<file path="config.mk">
export PLATFORM = sky130hd
export DESIGN_NAME = vmf_top
export DESIGN_NICKNAME = d
export VERILOG_FILES = /design/src/vmf_top.v /design/src/vmf_sync.v /design/src/vmf_filter.v
export VERILOG_INCLUDE_DIRS = /design/src /design/src/src
export SDC_FILE = /design/constraint.sdc
export NUM_CORES = 1
export LEC_CHECK = 0
export BUFFER_PORTS_ARGS = -buffer_cell sky130_fd_sc_hd__buf_2
export CAP_MARGIN = 20
export CORE_MARGIN = 2
export CORE_UTILIZATION = 29
export CTS_BUF_LIST = sky130_fd_sc_hd__clkbuf_4 sky130_fd_sc_hd__clkbuf_8
export DETAILED_ROUTE_END_ITERATION = 10
export GPL_TIMING_DRIVEN = 0
export PLACE_DENSITY_LB_ADDON = 0.12
export SYNTH_ARGS = -nofsm -noshare
export SYNTH_HDL_FRONTEND = slang
export SYNTH_SLANG_ARGS = --single-unit
</file>
<file path="constraint.sdc">
create_clock -name I_CLK -period 4.9 [get_ports I_CLK]
set_input_delay 0.98 -clock I_CLK [delete_from_list [all_inputs] [get_ports I_CLK]]
set_output_delay 0.98 -clock I_CLK [all_outputs]
set_load 0.03 [all_outputs]
</file>
<file path="src/vmf_defines.vh">
// Register map, field positions, reset values and codes of the supply monitor filter block
`ifndef VMF_DEFINES_VH
`define VMF_DEFINES_VH
// Byte addresses of the registers
`define VMF_ADDR_LEVEL 4'h0
`define VMF_ADDR_CTRL1 4'h4
`define VMF_ADDR_CTRL2 4'h8
`define VMF_ADDR_STATUS 4'hC
`define VMF_ADDR_MASK 4'h0
`define VMF_ADDR_MASK_HI 1'b1
// Level select register fields
`define VMF_LVL1_LSB 0
`define VMF_LVL2_LSB 4
`define VMF_LEVEL_RESET 8'h44
// Control register zero fields
`define VMF_CTL_DIV_LSB 0
`define VMF_CTL_BYPASS_BIT 2
`define VMF_CTL_OUTEN_BIT 7
`define VMF_CTRL_RESET 8'h04
// Status and mask fields
`define VMF_EVT1_BIT 0
`define VMF_EVT2_BIT 1
`define VMF_LVLERR_BIT 2
// Valid threshold codes
`define VMF_CODE_A 4'h4
`define VMF_CODE_B 4'h5
`define VMF_CODE_C 4'h6
`define VMF_CODE_D 4'hA
`define VMF_CODE_E 4'hB
// AXI responses
`define VMF_RESP_OKAY 2'h0
`define VMF_RESP_SLVERR 2'h2
`endif

</file>
<file path="src/vmf_top.v">
// Supply monitor filter and level control with AXI4-Lite register slave
// How it works
// Monitor 1 filter, switchable by bypass bit
// Monitor 2 filter, independently switchable
// Monitor 0 unfiltered, no event
// Sample slow clock divided 2/4/8/16
// Monitors 1,2 pulse event on crossing
// Monitor 1 code bits 3:0, five codes
// Monitor 2 code bits 7:4, same codes
// Software writes only valid codes
// Bypass 0 filters, 1 bypasses
// Software waits 2n+3 before output enable
// Output enable lets result reach detection
// Output changes after two agreeing samples
//
// Register map, one aligned word each
// Word 0x0 holds both threshold codes, monitor 1 low nibble, monitor 2 high
// Word 0x4 is monitor 1 control zero, word 0x8 monitor 2 control zero
// Word 0xC holds sticky status in byte 0 and the interrupt mask in byte 1
// Any other word answers with an error and reads as zero
//
// Control zero layout
// Bits 1:0 pick the sampling divider, 0..3 meaning 2, 4, 8 or 16
// Bit 2 bypasses the filter; reads of bit 2 show the filter result instead
// Bit 7 lets the result reach the detection output and the event logic
// After reset the filter is bypassed and the output is held off
//
// Monitor path
// Comparator pin, two synchroniser flops, filter, gating, output flop
// In bypass the filter adds one flop, so a pin change shows four cycles later
// With the filter on, the pin must be seen equal on two sampling instants
// Sampling instants come every n rising edges of the slow oscillator
// A glitch shorter than one sampling period can never move the output
//
// Events
// Any change of the gated level while enabled raises a one cycle event
// Event and detect outputs leave the same edge, so the link unit sees both
// Clearing the enable drops detect without an event, by design
//
// Status and interrupt
// Bit 0 and bit 1 record events of monitor 1 and 2, bit 2 a refused code
// Writing a one clears a bit; a new event in the same cycle still sets it
// The interrupt is the OR of status bits that the mask lets through
//
// Hazards and limits
// Software must wait for the filter to settle before raising the enable
// The wait is not enforced here; an early enable may give one stray event
// A level write with any bad code is refused whole, keeping both old codes
// Only one write and one read may be outstanding on the register bus
// The slow oscillator is sampled on the bus clock, so it must run slower
// than half the bus clock for every rising edge to be seen
//
`include "vmf_defines.vh"
module vmf_top (
  input wire I_CLK,
  input wire I_RESET_N,
  input wire I_OSC_SLOW,
  input wire I_CMP0,
  input wire I_CMP1,
  input wire I_CMP2,
  input wire [3:0] I_AWADDR,
  input wire I_AWVALID,
  output reg O_AWREADY,
  input wire [31:0] I_WDATA,
  input wire [3:0] I_WSTRB,
  input wire I_WVALID,
  output reg O_WREADY,
  output reg [1:0] O_BRESP,
  output reg O_BVALID,
  input wire I_BREADY,
  input wire [3:0] I_ARADDR,
  input wire I_ARVALID,
  output reg O_ARREADY,
  output reg [31:0] O_RDATA,
  output reg [1:0] O_RRESP,
  output reg O_RVALID,
  input wire I_RREADY,
  output reg O_MON0_DETECT,
  output reg O_MON1_DETECT,
  output reg O_MON2_DETECT,
  output reg O_EVENT1,
  output reg O_EVENT2,
  output reg [3:0] O_THRESH1_CODE,
  output reg [3:0] O_THRESH2_CODE,
  output reg O_IRQ
);
  // Software registers
  reg [7:0] level_q;
  reg [7:0] ctrl1_q;
  reg [7:0] ctrl2_q;
  reg [2:0] status_q;
  reg [2:0] mask_q;
  // Write channel capture
  reg aw_got_q;
  reg [3:0] aw_addr_q;
  reg w_got_q;
  reg [31:0] w_data_q;
  reg [3:0] w_strb_q;
  // Synchronised pins
  wire osc_s;
  wire cmp0_s;
  wire cmp1_s;
  wire cmp2_s;
  reg osc_prev_q;
  // Filter results
  wire res1;
  wire res2;
  // Previous gated results for crossing detection
  reg gated1_prev_q;
  reg gated2_prev_q;

  // All asynchronous pins pass two flops
  vmf_sync u_sync_osc (.i_clk(I_CLK), .i_reset_n(I_RESET_N), .i_async(I_OSC_SLOW),
    .o_sync(osc_s));
  vmf_sync u_sync_c0 (.i_clk(I_CLK), .i_reset_n(I_RESET_N), .i_async(I_CMP0),
    .o_sync(cmp0_s));
  vmf_sync u_sync_c1 (.i_clk(I_CLK), .i_reset_n(I_RESET_N), .i_async(I_CMP1),
    .o_sync(cmp1_s));
  vmf_sync u_sync_c2 (.i_clk(I_CLK), .i_reset_n(I_RESET_N), .i_async(I_CMP2),
    .o_sync(cmp2_s));

  // Rising edge of the slow oscillator, one cycle tick
  wire osc_tick = osc_s && !osc_prev_q;

  // monitor 1 filter
  vmf_filter u_filt1 (
    .i_clk(I_CLK),
    .i_reset_n(I_RESET_N),
    .i_osc_tick(osc_tick),
    .i_divider(ctrl1_q[`VMF_CTL_DIV_LSB+1:`VMF_CTL_DIV_LSB]),
    .i_bypass(ctrl1_q[`VMF_CTL_BYPASS_BIT]),
    .i_cmp(cmp1_s),
    .o_result(res1)
  );
  // monitor 2 filter
  vmf_filter u_filt2 (
    .i_clk(I_CLK),
    .i_reset_n(I_RESET_N),
    .i_osc_tick(osc_tick),
    .i_divider(ctrl2_q[`VMF_CTL_DIV_LSB+1:`VMF_CTL_DIV_LSB]),
    .i_bypass(ctrl2_q[`VMF_CTL_BYPASS_BIT]),
    .i_cmp(cmp2_s),
    .o_result(res2)
  );

  // output enable gating
  wire gated1 = ctrl1_q[`VMF_CTL_OUTEN_BIT] & res1;
  wire gated2 = ctrl2_q[`VMF_CTL_OUTEN_BIT] & res2;
  wire en1 = ctrl1_q[`VMF_CTL_OUTEN_BIT];
  wire en2 = ctrl2_q[`VMF_CTL_OUTEN_BIT];
  // crossing in either direction while enabled
  wire cross1 = en1 && (gated1 != gated1_prev_q);
  wire cross2 = en2 && (gated2 != gated2_prev_q);

  // Valid threshold code check
  // Only five codes select a threshold; every other code would leave the
  // analog side without a defined level, so it is refused outright
  function code_ok;
    input [3:0] c;
    begin
      code_ok = (c == `VMF_CODE_A) || (c == `VMF_CODE_B) || (c == `VMF_CODE_C) ||
                (c == `VMF_CODE_D) || (c == `VMF_CODE_E);
    end
  endfunction

  // Write takes place once both address and data are held
  // Either half may come first; a half that arrives alone is parked
  // until the other turns up, then both are used in one cycle
  wire wr_aw = aw_got_q || I_AWVALID;
  wire wr_w = w_got_q || I_WVALID;
  wire [3:0] wr_addr = aw_got_q ? aw_addr_q : I_AWADDR;
  wire [31:0] wr_data = w_got_q ? w_data_q : I_WDATA;
  wire [3:0] wr_strb = w_got_q ? w_strb_q : I_WSTRB;
  wire wr_fire = wr_aw && wr_w && !O_BVALID;
  wire wr_low = wr_strb[0];
  wire wr_mapped = (wr_addr == `VMF_ADDR_LEVEL) || (wr_addr == `VMF_ADDR_CTRL1) ||
                   (wr_addr == `VMF_ADDR_CTRL2) || (wr_addr == `VMF_ADDR_STATUS);
  // Mask has no word of its own: it sits in byte lane 1 of the status word, bits 10:8
  wire [3:0] lvl1_new = wr_data[`VMF_LVL1_LSB+3:`VMF_LVL1_LSB];
  wire [3:0] lvl2_new = wr_data[`VMF_LVL2_LSB+3:`VMF_LVL2_LSB];
  // rejected codes flagged, register keeps old field
  wire lvl_write = wr_fire && wr_low && (wr_addr == `VMF_ADDR_LEVEL);
  wire lvl_bad = lvl_write && !(code_ok(lvl1_new) && code_ok(lvl2_new));

  // Slow oscillator edge history
  always @(posedge I_CLK) begin
    if (!I_RESET_N) begin
      osc_prev_q <= 1'b0;
    end else begin
      osc_prev_q <= osc_s;
    end
  end

  // AXI write channel handling
  // Both ready lines stay low while a response waits, which keeps at most
  // one write in flight and spares a response queue
  always @(posedge I_CLK) begin
    if (!I_RESET_N) begin
      aw_got_q <= 1'b0;
      aw_addr_q <= 4'h0;
      w_got_q <= 1'b0;
      w_data_q <= 32'h00000000;
      w_strb_q <= 4'h0;
      O_AWREADY <= 1'b1;
      O_WREADY <= 1'b1;
      O_BVALID <= 1'b0;
      O_BRESP <= `VMF_RESP_OKAY;
    end else begin
      if (wr_fire) begin
        // Both halves present: answer and close the channels until B is taken
        aw_got_q <= 1'b0;
        w_got_q <= 1'b0;
        O_AWREADY <= 1'b0;
        O_WREADY <= 1'b0;
        O_BVALID <= 1'b1;
        O_BRESP <= (wr_mapped && !lvl_bad) ? `VMF_RESP_OKAY : `VMF_RESP_SLVERR;
      end else begin
        // Hold a half that arrived alone
        if (I_AWVALID && O_AWREADY) begin
          aw_got_q <= 1'b1;
          aw_addr_q <= I_AWADDR;
          O_AWREADY <= 1'b0;
        end
        if (I_WVALID && O_WREADY) begin
          w_got_q <= 1'b1;
          w_data_q <= I_WDATA;
          w_strb_q <= I_WSTRB;
          O_WREADY <= 1'b0;
        end
        if (O_BVALID && I_BREADY) begin
          O_BVALID <= 1'b0;
          O_AWREADY <= 1'b1;
          O_WREADY <= 1'b1;
        end
      end
    end
  end

  // Register writes, status sticky bits; set wins over write-one-to-clear
  always @(posedge I_CLK) begin
    if (!I_RESET_N) begin
      level_q <= `VMF_LEVEL_RESET;
      ctrl1_q <= `VMF_CTRL_RESET;
      ctrl2_q <= `VMF_CTRL_RESET;
      status_q <= 3'h0;
      mask_q <= 3'h0;
    end else begin
      // only legal codes stored
      if (lvl_write && code_ok(lvl1_new) && code_ok(lvl2_new)) begin
        level_q <= wr_data[7:0];
      end
      // bypass bit written by software
      if (wr_fire && wr_low && (wr_addr == `VMF_ADDR_CTRL1)) begin
        ctrl1_q <= wr_data[7:0];
      end
      if (wr_fire && wr_low && (wr_addr == `VMF_ADDR_CTRL2)) begin
        ctrl2_q <= wr_data[7:0];
      end
      // Status byte lane 0 clears, lane 1 writes the mask
      if (wr_fire && (wr_addr == `VMF_ADDR_STATUS) && wr_strb[1]) begin
        mask_q <= wr_data[10:8];
      end
      status_q <= (status_q & ~((wr_fire && wr_low && (wr_addr == `VMF_ADDR_STATUS)) ?
                  wr_data[2:0] : 3'h0)) | {lvl_bad, cross2, cross1};
    end
  end

  // AXI read channel; one cycle answer
  // Read data is registered, so the answer stands one cycle after the
  // address is taken and holds until the master takes it
  always @(posedge I_CLK) begin
    if (!I_RESET_N) begin
      O_ARREADY <= 1'b1;
      O_RVALID <= 1'b0;
      O_RDATA <= 32'h00000000;
      O_RRESP <= `VMF_RESP_OKAY;
    end else begin
      if (I_ARVALID && O_ARREADY) begin
        O_ARREADY <= 1'b0;
        O_RVALID <= 1'b1;
        O_RRESP <= `VMF_RESP_OKAY;
        case (I_ARADDR)
          `VMF_ADDR_LEVEL: O_RDATA <= {24'h000000, level_q};
          `VMF_ADDR_CTRL1: O_RDATA <= {24'h000000, ctrl1_q[7:3], res1, ctrl1_q[1:0]};
          `VMF_ADDR_CTRL2: O_RDATA <= {24'h000000, ctrl2_q[7:3], res2, ctrl2_q[1:0]};
          `VMF_ADDR_STATUS: O_RDATA <= {21'h000000, mask_q, 5'h00, status_q};
          default: begin
            // Unmapped word
            O_RDATA <= 32'h00000000;
            O_RRESP <= `VMF_RESP_SLVERR;
          end
        endcase
      end else if (O_RVALID && I_RREADY) begin
        O_RVALID <= 1'b0;
        O_ARREADY <= 1'b1;
      end
    end
  end

  // Monitor outputs, events and interrupt, all registered
  // Every output leaves a flop so the analog side and the event link
  // never see combinational glitches from the register decode
  always @(posedge I_CLK) begin
    if (!I_RESET_N) begin
      gated1_prev_q <= 1'b0;
      gated2_prev_q <= 1'b0;
      O_MON0_DETECT <= 1'b0;
      O_MON1_DETECT <= 1'b0;
      O_MON2_DETECT <= 1'b0;
      O_EVENT1 <= 1'b0;
      O_EVENT2 <= 1'b0;
      O_THRESH1_CODE <= `VMF_CODE_A;
      O_THRESH2_CODE <= `VMF_CODE_A;
      O_IRQ <= 1'b0;
    end else begin
      gated1_prev_q <= gated1;
      gated2_prev_q <= gated2;
      // monitor 0 straight through
      O_MON0_DETECT <= cmp0_s;
      // gated result to detection
      O_MON1_DETECT <= gated1;
      O_MON2_DETECT <= gated2;
      // one-cycle event pulses
      O_EVENT1 <= cross1;
      O_EVENT2 <= cross2;
      O_THRESH1_CODE <= level_q[`VMF_LVL1_LSB+3:`VMF_LVL1_LSB];
      O_THRESH2_CODE <= level_q[`VMF_LVL2_LSB+3:`VMF_LVL2_LSB];
      O_IRQ <= |(status_q & mask_q);
    end
  end
endmodule // vmf_top

</file>
<file path="src/vmf_sync.v">
// Two-flop synchroniser for one asynchronous level
module vmf_sync (
  input wire i_clk,
  input wire i_reset_n,
  input wire i_async,
  output reg o_sync
);
  // First stage, read only by the second
  reg meta_q;

  // Plain double register; reset values are constants
  always @(posedge i_clk) begin
    if (!i_reset_n) begin
      meta_q <= 1'b0;
      o_sync <= 1'b0;
    end else begin
      meta_q <= i_async;
      o_sync <= meta_q;
    end
  end
endmodule // vmf_sync

</file>
<file path="src/vmf_filter.v">
// Digital filter for one monitor, sampling on divided slow oscillator ticks
module vmf_filter (
  input wire i_clk,
  input wire i_reset_n,
  input wire i_osc_tick,
  input wire [1:0] i_divider,
  input wire i_bypass,
  input wire i_cmp,
  output reg o_result
);
  // Divider counter of slow oscillator ticks
  reg [3:0] div_cnt_q;
  // Last sample taken
  reg sample_q;
  // Terminal count: n-1 where n = 2,4,8,16
  wire [3:0] div_top = (4'h2 << i_divider) - 4'h1;
  // One sampling instant
  wire samp_now = i_osc_tick && (div_cnt_q >= div_top);

  // Sampling clock divider and two-sample agreement
  always @(posedge i_clk) begin
    if (!i_reset_n) begin
      div_cnt_q <= 4'h0;
      sample_q <= 1'b0;
      o_result <= 1'b0;
    end else begin
      if (i_osc_tick) begin
        // divide by n
        div_cnt_q <= samp_now ? 4'h0 : div_cnt_q + 4'h1;
      end
      if (i_bypass) begin
        // Bypass passes comparator through and keeps history aligned
        sample_q <= i_cmp;
        o_result <= i_cmp;
      end else if (samp_now) begin
        sample_q <= i_cmp;
        // two samples agree
        if (sample_q == i_cmp) begin
          o_result <= i_cmp;
        end
      end
    end
  end
endmodule // vmf_filter

</file>
==> results.py, run 1 <==
metrics = {
    "yosys": {
        "synth_top_cells_by_count": "dfxtp_1, nand2_1, nor2_1",
        "synthesis.area_um2": 4390,
        "synth_ff_type": "dfxtp_1",
        "synth-edff-count": 0,
        "yosys.cell_count.top_type": "dfxtp_1",
        "syn_area_per_cell_um2": 9.20,
        "synth_warnings": 0,
        "yosysTopAreaCell": "dfxtp_1",
        "syn_inst": 477,
        "ys_seq_area_frac": 0.465,
        "synth_seq_cells": 102,
        "ys_types": 49,
        "async_flop_share": 0,
        "synth_top_area_frac": 0.465,
        "yosys-top-cells-area": "dfxtp_1, mux2i_1, nand2_1",
    },
    "die": {
        "coreArea_um2": 14600,
        "num_rows": 44,
        "ios": 110,
        "die_w_um": 127,
        "initial_core_util": 0.300,
        "die_height_um": 127,
        "die_area_um2": 16100,
    },
    "sta": {
        "rsz0062_at_grt": "false",
        "skew_ns": 0.0140,
        "timing.hold.ws_ns": 0.443,
        "slew_viol_final": 0,
        "period_share": 0.504,
        "setup_violations": 0,
        "period_needed_ns": 2.47,
        "slew_headroom": 0.531,
        "tightest_slew_ns": 0.703,
        "finalHoldViolCount": 0,
        "fmax_mhz": 405,
        "setup-tns-final_ns": 0,
    },
    "cells_and_area": {
        "nets": 635,
        "syn2layout_area_growth_pct": 18.3,
        "num_antenna_cells": 0,
        "n_fill_cell": 1523,
        "post-route-util": 0.354,
        "drive_gt1_frac": 0.234,
    },
    "critical_path": {
        "required_ns": 5.19,
        "critical_path_class": "in -> reg",
        "critPathArrivalTime_ns": 2.76,
        "ff2ff_setup_slack_ns": 2.52,
        "crit_fanout": 5,
        "critPathCaptureType": "register",
        "rr_worst_depth": 7,
        "crit_path_start_kind": "input port",
    },
    "min_path": {
        "hold_class": "reg -> reg",
        "min_path_cells": 1,
    },
    "route": {
        "routedWlPerCell_um": 14.8,
        "drt-total-wl_um": 11300,
        "dr.pass1.iters": 5,
        "detail-route-antenna-nets": 0,
        "first_iter_violations": 162,
        "num_vias": 3501,
        "vias_per_cell": 4.60,
        "drc": 0,
    },
    "status": {
        "status": "finished clean",
    },
    "global_routing": {
        "grt_start_max_net_pins": 19,
        "antenna_found_initial": 0,
        "grt_pass1_wl_um": 17600,
        "grt_pass1_vias": 3246,
        "grtUsageTotal": 0.143,
        "grt-ovfl-total": 0,
    },
    "clock_network": {
        "ctsLongestPathBuffers": 2,
        "cts_hold_buffers": 0,
        "h-tree-depth": 3,
        "root_buffer": "clkbuf_8",
        "numClockSinks": 102,
        "cts_tree": "yes",
        "clock_latency_ns": 0.39,
        "cts_setup_buffers": 0,
        "clkTransAtPathRegs_ns": 0.11,
        "cts-resized-gates": 0,
        "numCtsBuffers": 9,
    },
    "job": {
        "drv_cap": 0,
    },
    "power": {
        "total_power_mw": 1.58,
        "ir_drop_uv": 156,
        "powerDensity_nw_per_um2": 305,
        "leakage_nw": 2.24,
    },
    "placed_design": {
        "gp_congestion": 0.810,
        "port_buffers": 61,
        "hpwl_um": 8510,
    },
}
[stage by stage]
stage	std cells	cell area [um2]	setup slack, ns
after floorplan	499	4470	2.37
after global placement	744	5000	2.05
after detailed placement	744	5000	2.06
after CTS	760	5180	2.46
after global routing	761	5190	2.33
final	761	5190	2.43
[final timing paths]
path | start | end
setup / recovery | I_AWADDR[0] | level_q[2]$_SDFFE_PN1P_
hold / removal | u_sync_c0.o_sync$_SDFF_PN0_ | O_MON0_DETECT$_SDFF_PN0_
setup reg to reg | w_got_q$_SDFFE_PP0P_ | level_q[2]$_SDFFE_PN1P_
hold reg to reg | u_sync_c0.o_sync$_SDFF_PN0_ | O_MON0_DETECT$_SDFF_PN0_
[power breakdown]
| group | switching (mW) | internal [mW] |
|---|---|---|
| registers | 0.0141 | 0.851 |
| logic | 0.136 | 0.0739 |
| clock network | 0.319 | 0.190 |
| total | 0.469 | 1.12 |
[routing by layer]
| metal | GRT usage | part of all wire |
|---|---|---|
| met4 | 0.0407 | 0.0094 |
| met3 | 0.0427 | 0.056 |
| met1 | 0.200 | 0.50 |
| met2 | 0.213 | 0.43 |
| met5 | 0 | 0 |
[cells in the final DEF, fill, tap and decap left out, types with 4 or more instances in the layout]
| cell type | instances |
|---|---|
| conb_1 | 23 |
| nand2b_1 | 7 |
| and2_1 | 17 |
| nand3_1 | 4 |
| o21ai_0 | 24 |
| clkbuf_1 | 13 |
| clkbuf_8 | 9 |
| nor3_1 | 6 |
| buf_4 | 24 |
| o31ai_1 | 7 |
| mux2i_1 | 22 |
| nand2_1 | 54 |
| nor2_1 | 51 |
| xor2_1 | 4 |
| a22oi_1 | 11 |
| inv_1 | 8 |
| ha_1 | 8 |
| buf_2 | 65 |
| a211oi_1 | 6 |
| a21oi_1 | 38 |
| and3_1 | 10 |
| mux2_2 | 13 |
| dfxtp_1 | 102 |
[cell type report]
type	count	area, um2	share of cell area
Multi-Input combinational cell	343	2110	0.407
Clock buffer	9	124	0.0239
Tap cell	184	230	0.0443
Clock inverter	7	55.1	0.0106
Buffer	46	283	0.0545
Inverter	8	30.0	0.00578
Sequential cell	102	2040	0.393
Timing Repair Buffer	62	313	0.0603
[flip-flops by register name, summed over array words and instances (netlist names), 4 cells and up]
register / cells
O_RDATA: 11
O_THRESH1_CODE: 4
O_THRESH2_CODE: 4
aw_addr_q: 4
ctrl1_q: 8
ctrl2_q: 8
level_q: 8
u_filt1.div_cnt_q: 4
u_filt2.div_cnt_q: 4
w_data_q: 11
[critical path, stage by stage]
cell	delay [ns]
buf_2	0.11
or3_4	0.40
a2111oi_4	0.44
nand3_2	0.22
nor2_1	0.25
mux2_2	0.36
[kinds of logic after synthesis]
| kind of cell | count (synthesis) | share of synthesized area |
|---|---|---|
| AOI/OAI and AO/OA | 103 | 0.150 |
| xor gates and xnor gates | 5 | 0.00998 |
| adders and majority gates | 8 | 0.0228 |
| buffers and inverters | 54 | 0.0713 |
| DFF | 102 | 0.465 |
| muxes | 38 | 0.0990 |
| other | 1 | 0.000855 |
| and+or+nand+nor | 166 | 0.181 |
No activity file was read; power rests on OpenSTA's default activity.
==> inputs of run 2 (changes only) <==
==> constraint.sdc (replaced) <==
create_clock -name I_CLK -period 2.2 [get_ports I_CLK]
set_input_delay 0.44 -clock I_CLK [delete_from_list [all_inputs] [get_ports I_CLK]]
set_output_delay 0.44 -clock I_CLK [all_outputs]
set_load 0.03 [all_outputs]
==> results.py, run 2 (same netlist as run 1, synthesis figures left out) <==
metrics = {
    "sta": {
        "slew_viol_final": 0,
        "finalHoldViolCount": 0,
        "setup_violations": 0,
        "slew_headroom": 0.533,
        "fmax_mhz": 476,
        "period_needed_ns": 2.10,
        "rsz0062_at_grt": "true",
        "skew_ns": 0.0150,
        "tightest_slew_ns": 0.700,
        "period_share": 0.955,
        "setup-tns-final_ns": 0,
    },
    "critical_path": {
        "critPathCaptureType": "register",
        "crit_path_start_kind": "register",
        "critical_path_class": "reg -> reg",
        "critPathArrivalTime_ns": 2.39,
        "crit_fanout": 8,
        "required_ns": 2.49,
    },
    "cells_and_area": {
        "num_antenna_cells": 0,
        "nets": 636,
        "drive_gt1_frac": 0.240,
        "n_fill_cell": 1523,
        "syn2layout_area_growth_pct": 19.2,
        "final_cell_mix": "dfxtp_1, buf_2, nand2_1",
        "final_common_cell": "dfxtp_1",
        "layout.area.seq_um2": 2040,
        "design_area_um2": 5230,
        "top_regs": "O_RDATA: 11 flops, w_data_q: 11 flops",
        "multiInputGateArea_um2": 2140,
        "finalNonFillerCells": 762,
    },
    "die": {
        "die_w_um": 127,
        "coreArea_um2": 14600,
        "die_area_um2": 16100,
        "ios": 110,
        "initial_core_util": 0.300,
        "die_height_um": 127,
        "num_rows": 44,
    },
    "clock_network": {
        "cts_tree": "yes",
        "cts_hold_buffers": 0,
        "numCtsBuffers": 9,
        "numClockSinks": 102,
        "clkTransAtPathRegs_ns": 0.11,
        "ctsLongestPathBuffers": 2,
        "root_buffer": "clkbuf_8",
        "clock_latency_ns": 0.39,
        "h-tree-depth": 3,
    },
    "route": {
        "vias_per_cell": 4.57,
        "num_vias": 3485,
        "dr.pass1.iters": 5,
        "routedWlPerCell_um": 14.7,
        "first_iter_violations": 171,
        "drt-total-wl_um": 11200,
        "detail-route-antenna-nets": 0,
        "drc": 0,
    },
    "power": {
        "leakage_nw": 2.26,
        "p_int_mw": 2.49,
        "p_switching_mw": 1.04,
        "total_power_mw": 3.54,
        "power_frac_seq": 0.545,
        "combPwrFrac": 0.135,
        "powerDensity_nw_per_um2": 676,
        "swShare": 0.295,
        "ir_drop_uv": 348,
        "power_frac_clock": 0.320,
    },
    "job": {
        "drv_cap": 0,
    },
    "global_routing": {
        "antenna_found_initial": 0,
        "grt-ovfl-total": 0,
        "grtUsageTotal": 0.143,
        "grt_start_max_net_pins": 19,
        "grt_pass1_wl_um": 17600,
        "grt_pass1_vias": 3243,
    },
    "placed_design": {
        "placed_area_um2": 5000,
        "gp_congestion": 0.810,
        "hpwl_um": 8510,
        "placed_cells": 744,
        "port_buffers": 61,
    },
    "status": {
        "status": "finished clean",
    },
    "min_path": {
        "hold_class": "in -> reg",
    },
}
-- run 2: final timing paths --
check	start	to	slack, ns	depth (start not counted)
worst max-delay path	aw_got_q$_SDFFE_PP0P_	level_q[2]$_SDFFE_PN1P_	0.1	6
worst min-delay path	I_CMP0	u_sync_c0.meta_q$_SDFF_PN0_	0.25	2
worst max register to register	aw_got_q$_SDFFE_PP0P_	level_q[2]$_SDFFE_PN1P_	0.1	6
worst min register to register	u_sync_c0.o_sync$_SDFF_PN0_	O_MON0_DETECT$_SDFF_PN0_	0.44	1
-- run 2: per-layer routing --
metal	GRT usage	routed length, um	vias to the layer above
met5	0	0	-
met3	0.0427	722	6
met2	0.213	4850	98
li1	-	-	1797
met1	0.200	5530	1584
met4	0.0407	109	0
-- run 2: critical path, cell delays in order (launching register included) --
cell and delay, ns:
dfxtp_1 0.32, buf_4 0.15, or3b_4 0.41, a2111oi_4 0.38, nand3_2 0.20, nor2_2 0.20, mux2_2 0.34
-- run 2: per-stage QoR --
stage | hold slack (ns) | setup slack (ns) | utilization
6_report | 0.252 | 0.0994 | 0.357
4_1_cts | 0.232 | 0.0262 | 0.355
2_1_floorplan | 0.412 | 0.211 | -
3_5_place_dp | 0.419 | -0.183 | 0.342
3_3_place_gp | 0.417 | -0.147 | 0.342
5_1_grt | 0.234 | -0.00613 | 0.357
-- run 2: area by class of cell --
| class | count | share of cell area |
|---|---|---|
| Buffer | 46 | 0.0557 |
| Clock buffer | 9 | 0.0237 |
| Clock inverter | 7 | 0.0105 |
| Tap cell | 184 | 0.0440 |
| Multi-Input combinational cell | 343 | 0.409 |
| Timing Repair Buffer | 63 | 0.0612 |
| Inverter | 8 | 0.00574 |
| Sequential cell | 102 | 0.390 |
-- run 2: power by group through the flow --
stage          combinational, mW  clock (mW)  sequential [mW]
2_1_floorplan              0.315           0             1.99
3_3_place_gp               0.465           0             1.97
3_5_place_dp               0.468           0             1.97
4_1_cts                    0.473        1.19             1.93
5_1_grt                    0.523        1.26             1.94
6_report                   0.477        1.13             1.93
-- run 2: timing repair --
| item | in CTS | in global routing |
|---|---|---|
| pin swaps | 0 | 1 |
| resized for setup | 3 | 5 |
| buffers inserted | 0 | 1 |
| gates cloned | 0 | 0 |
| endpoints found under the setup margin | 8 | 8 |
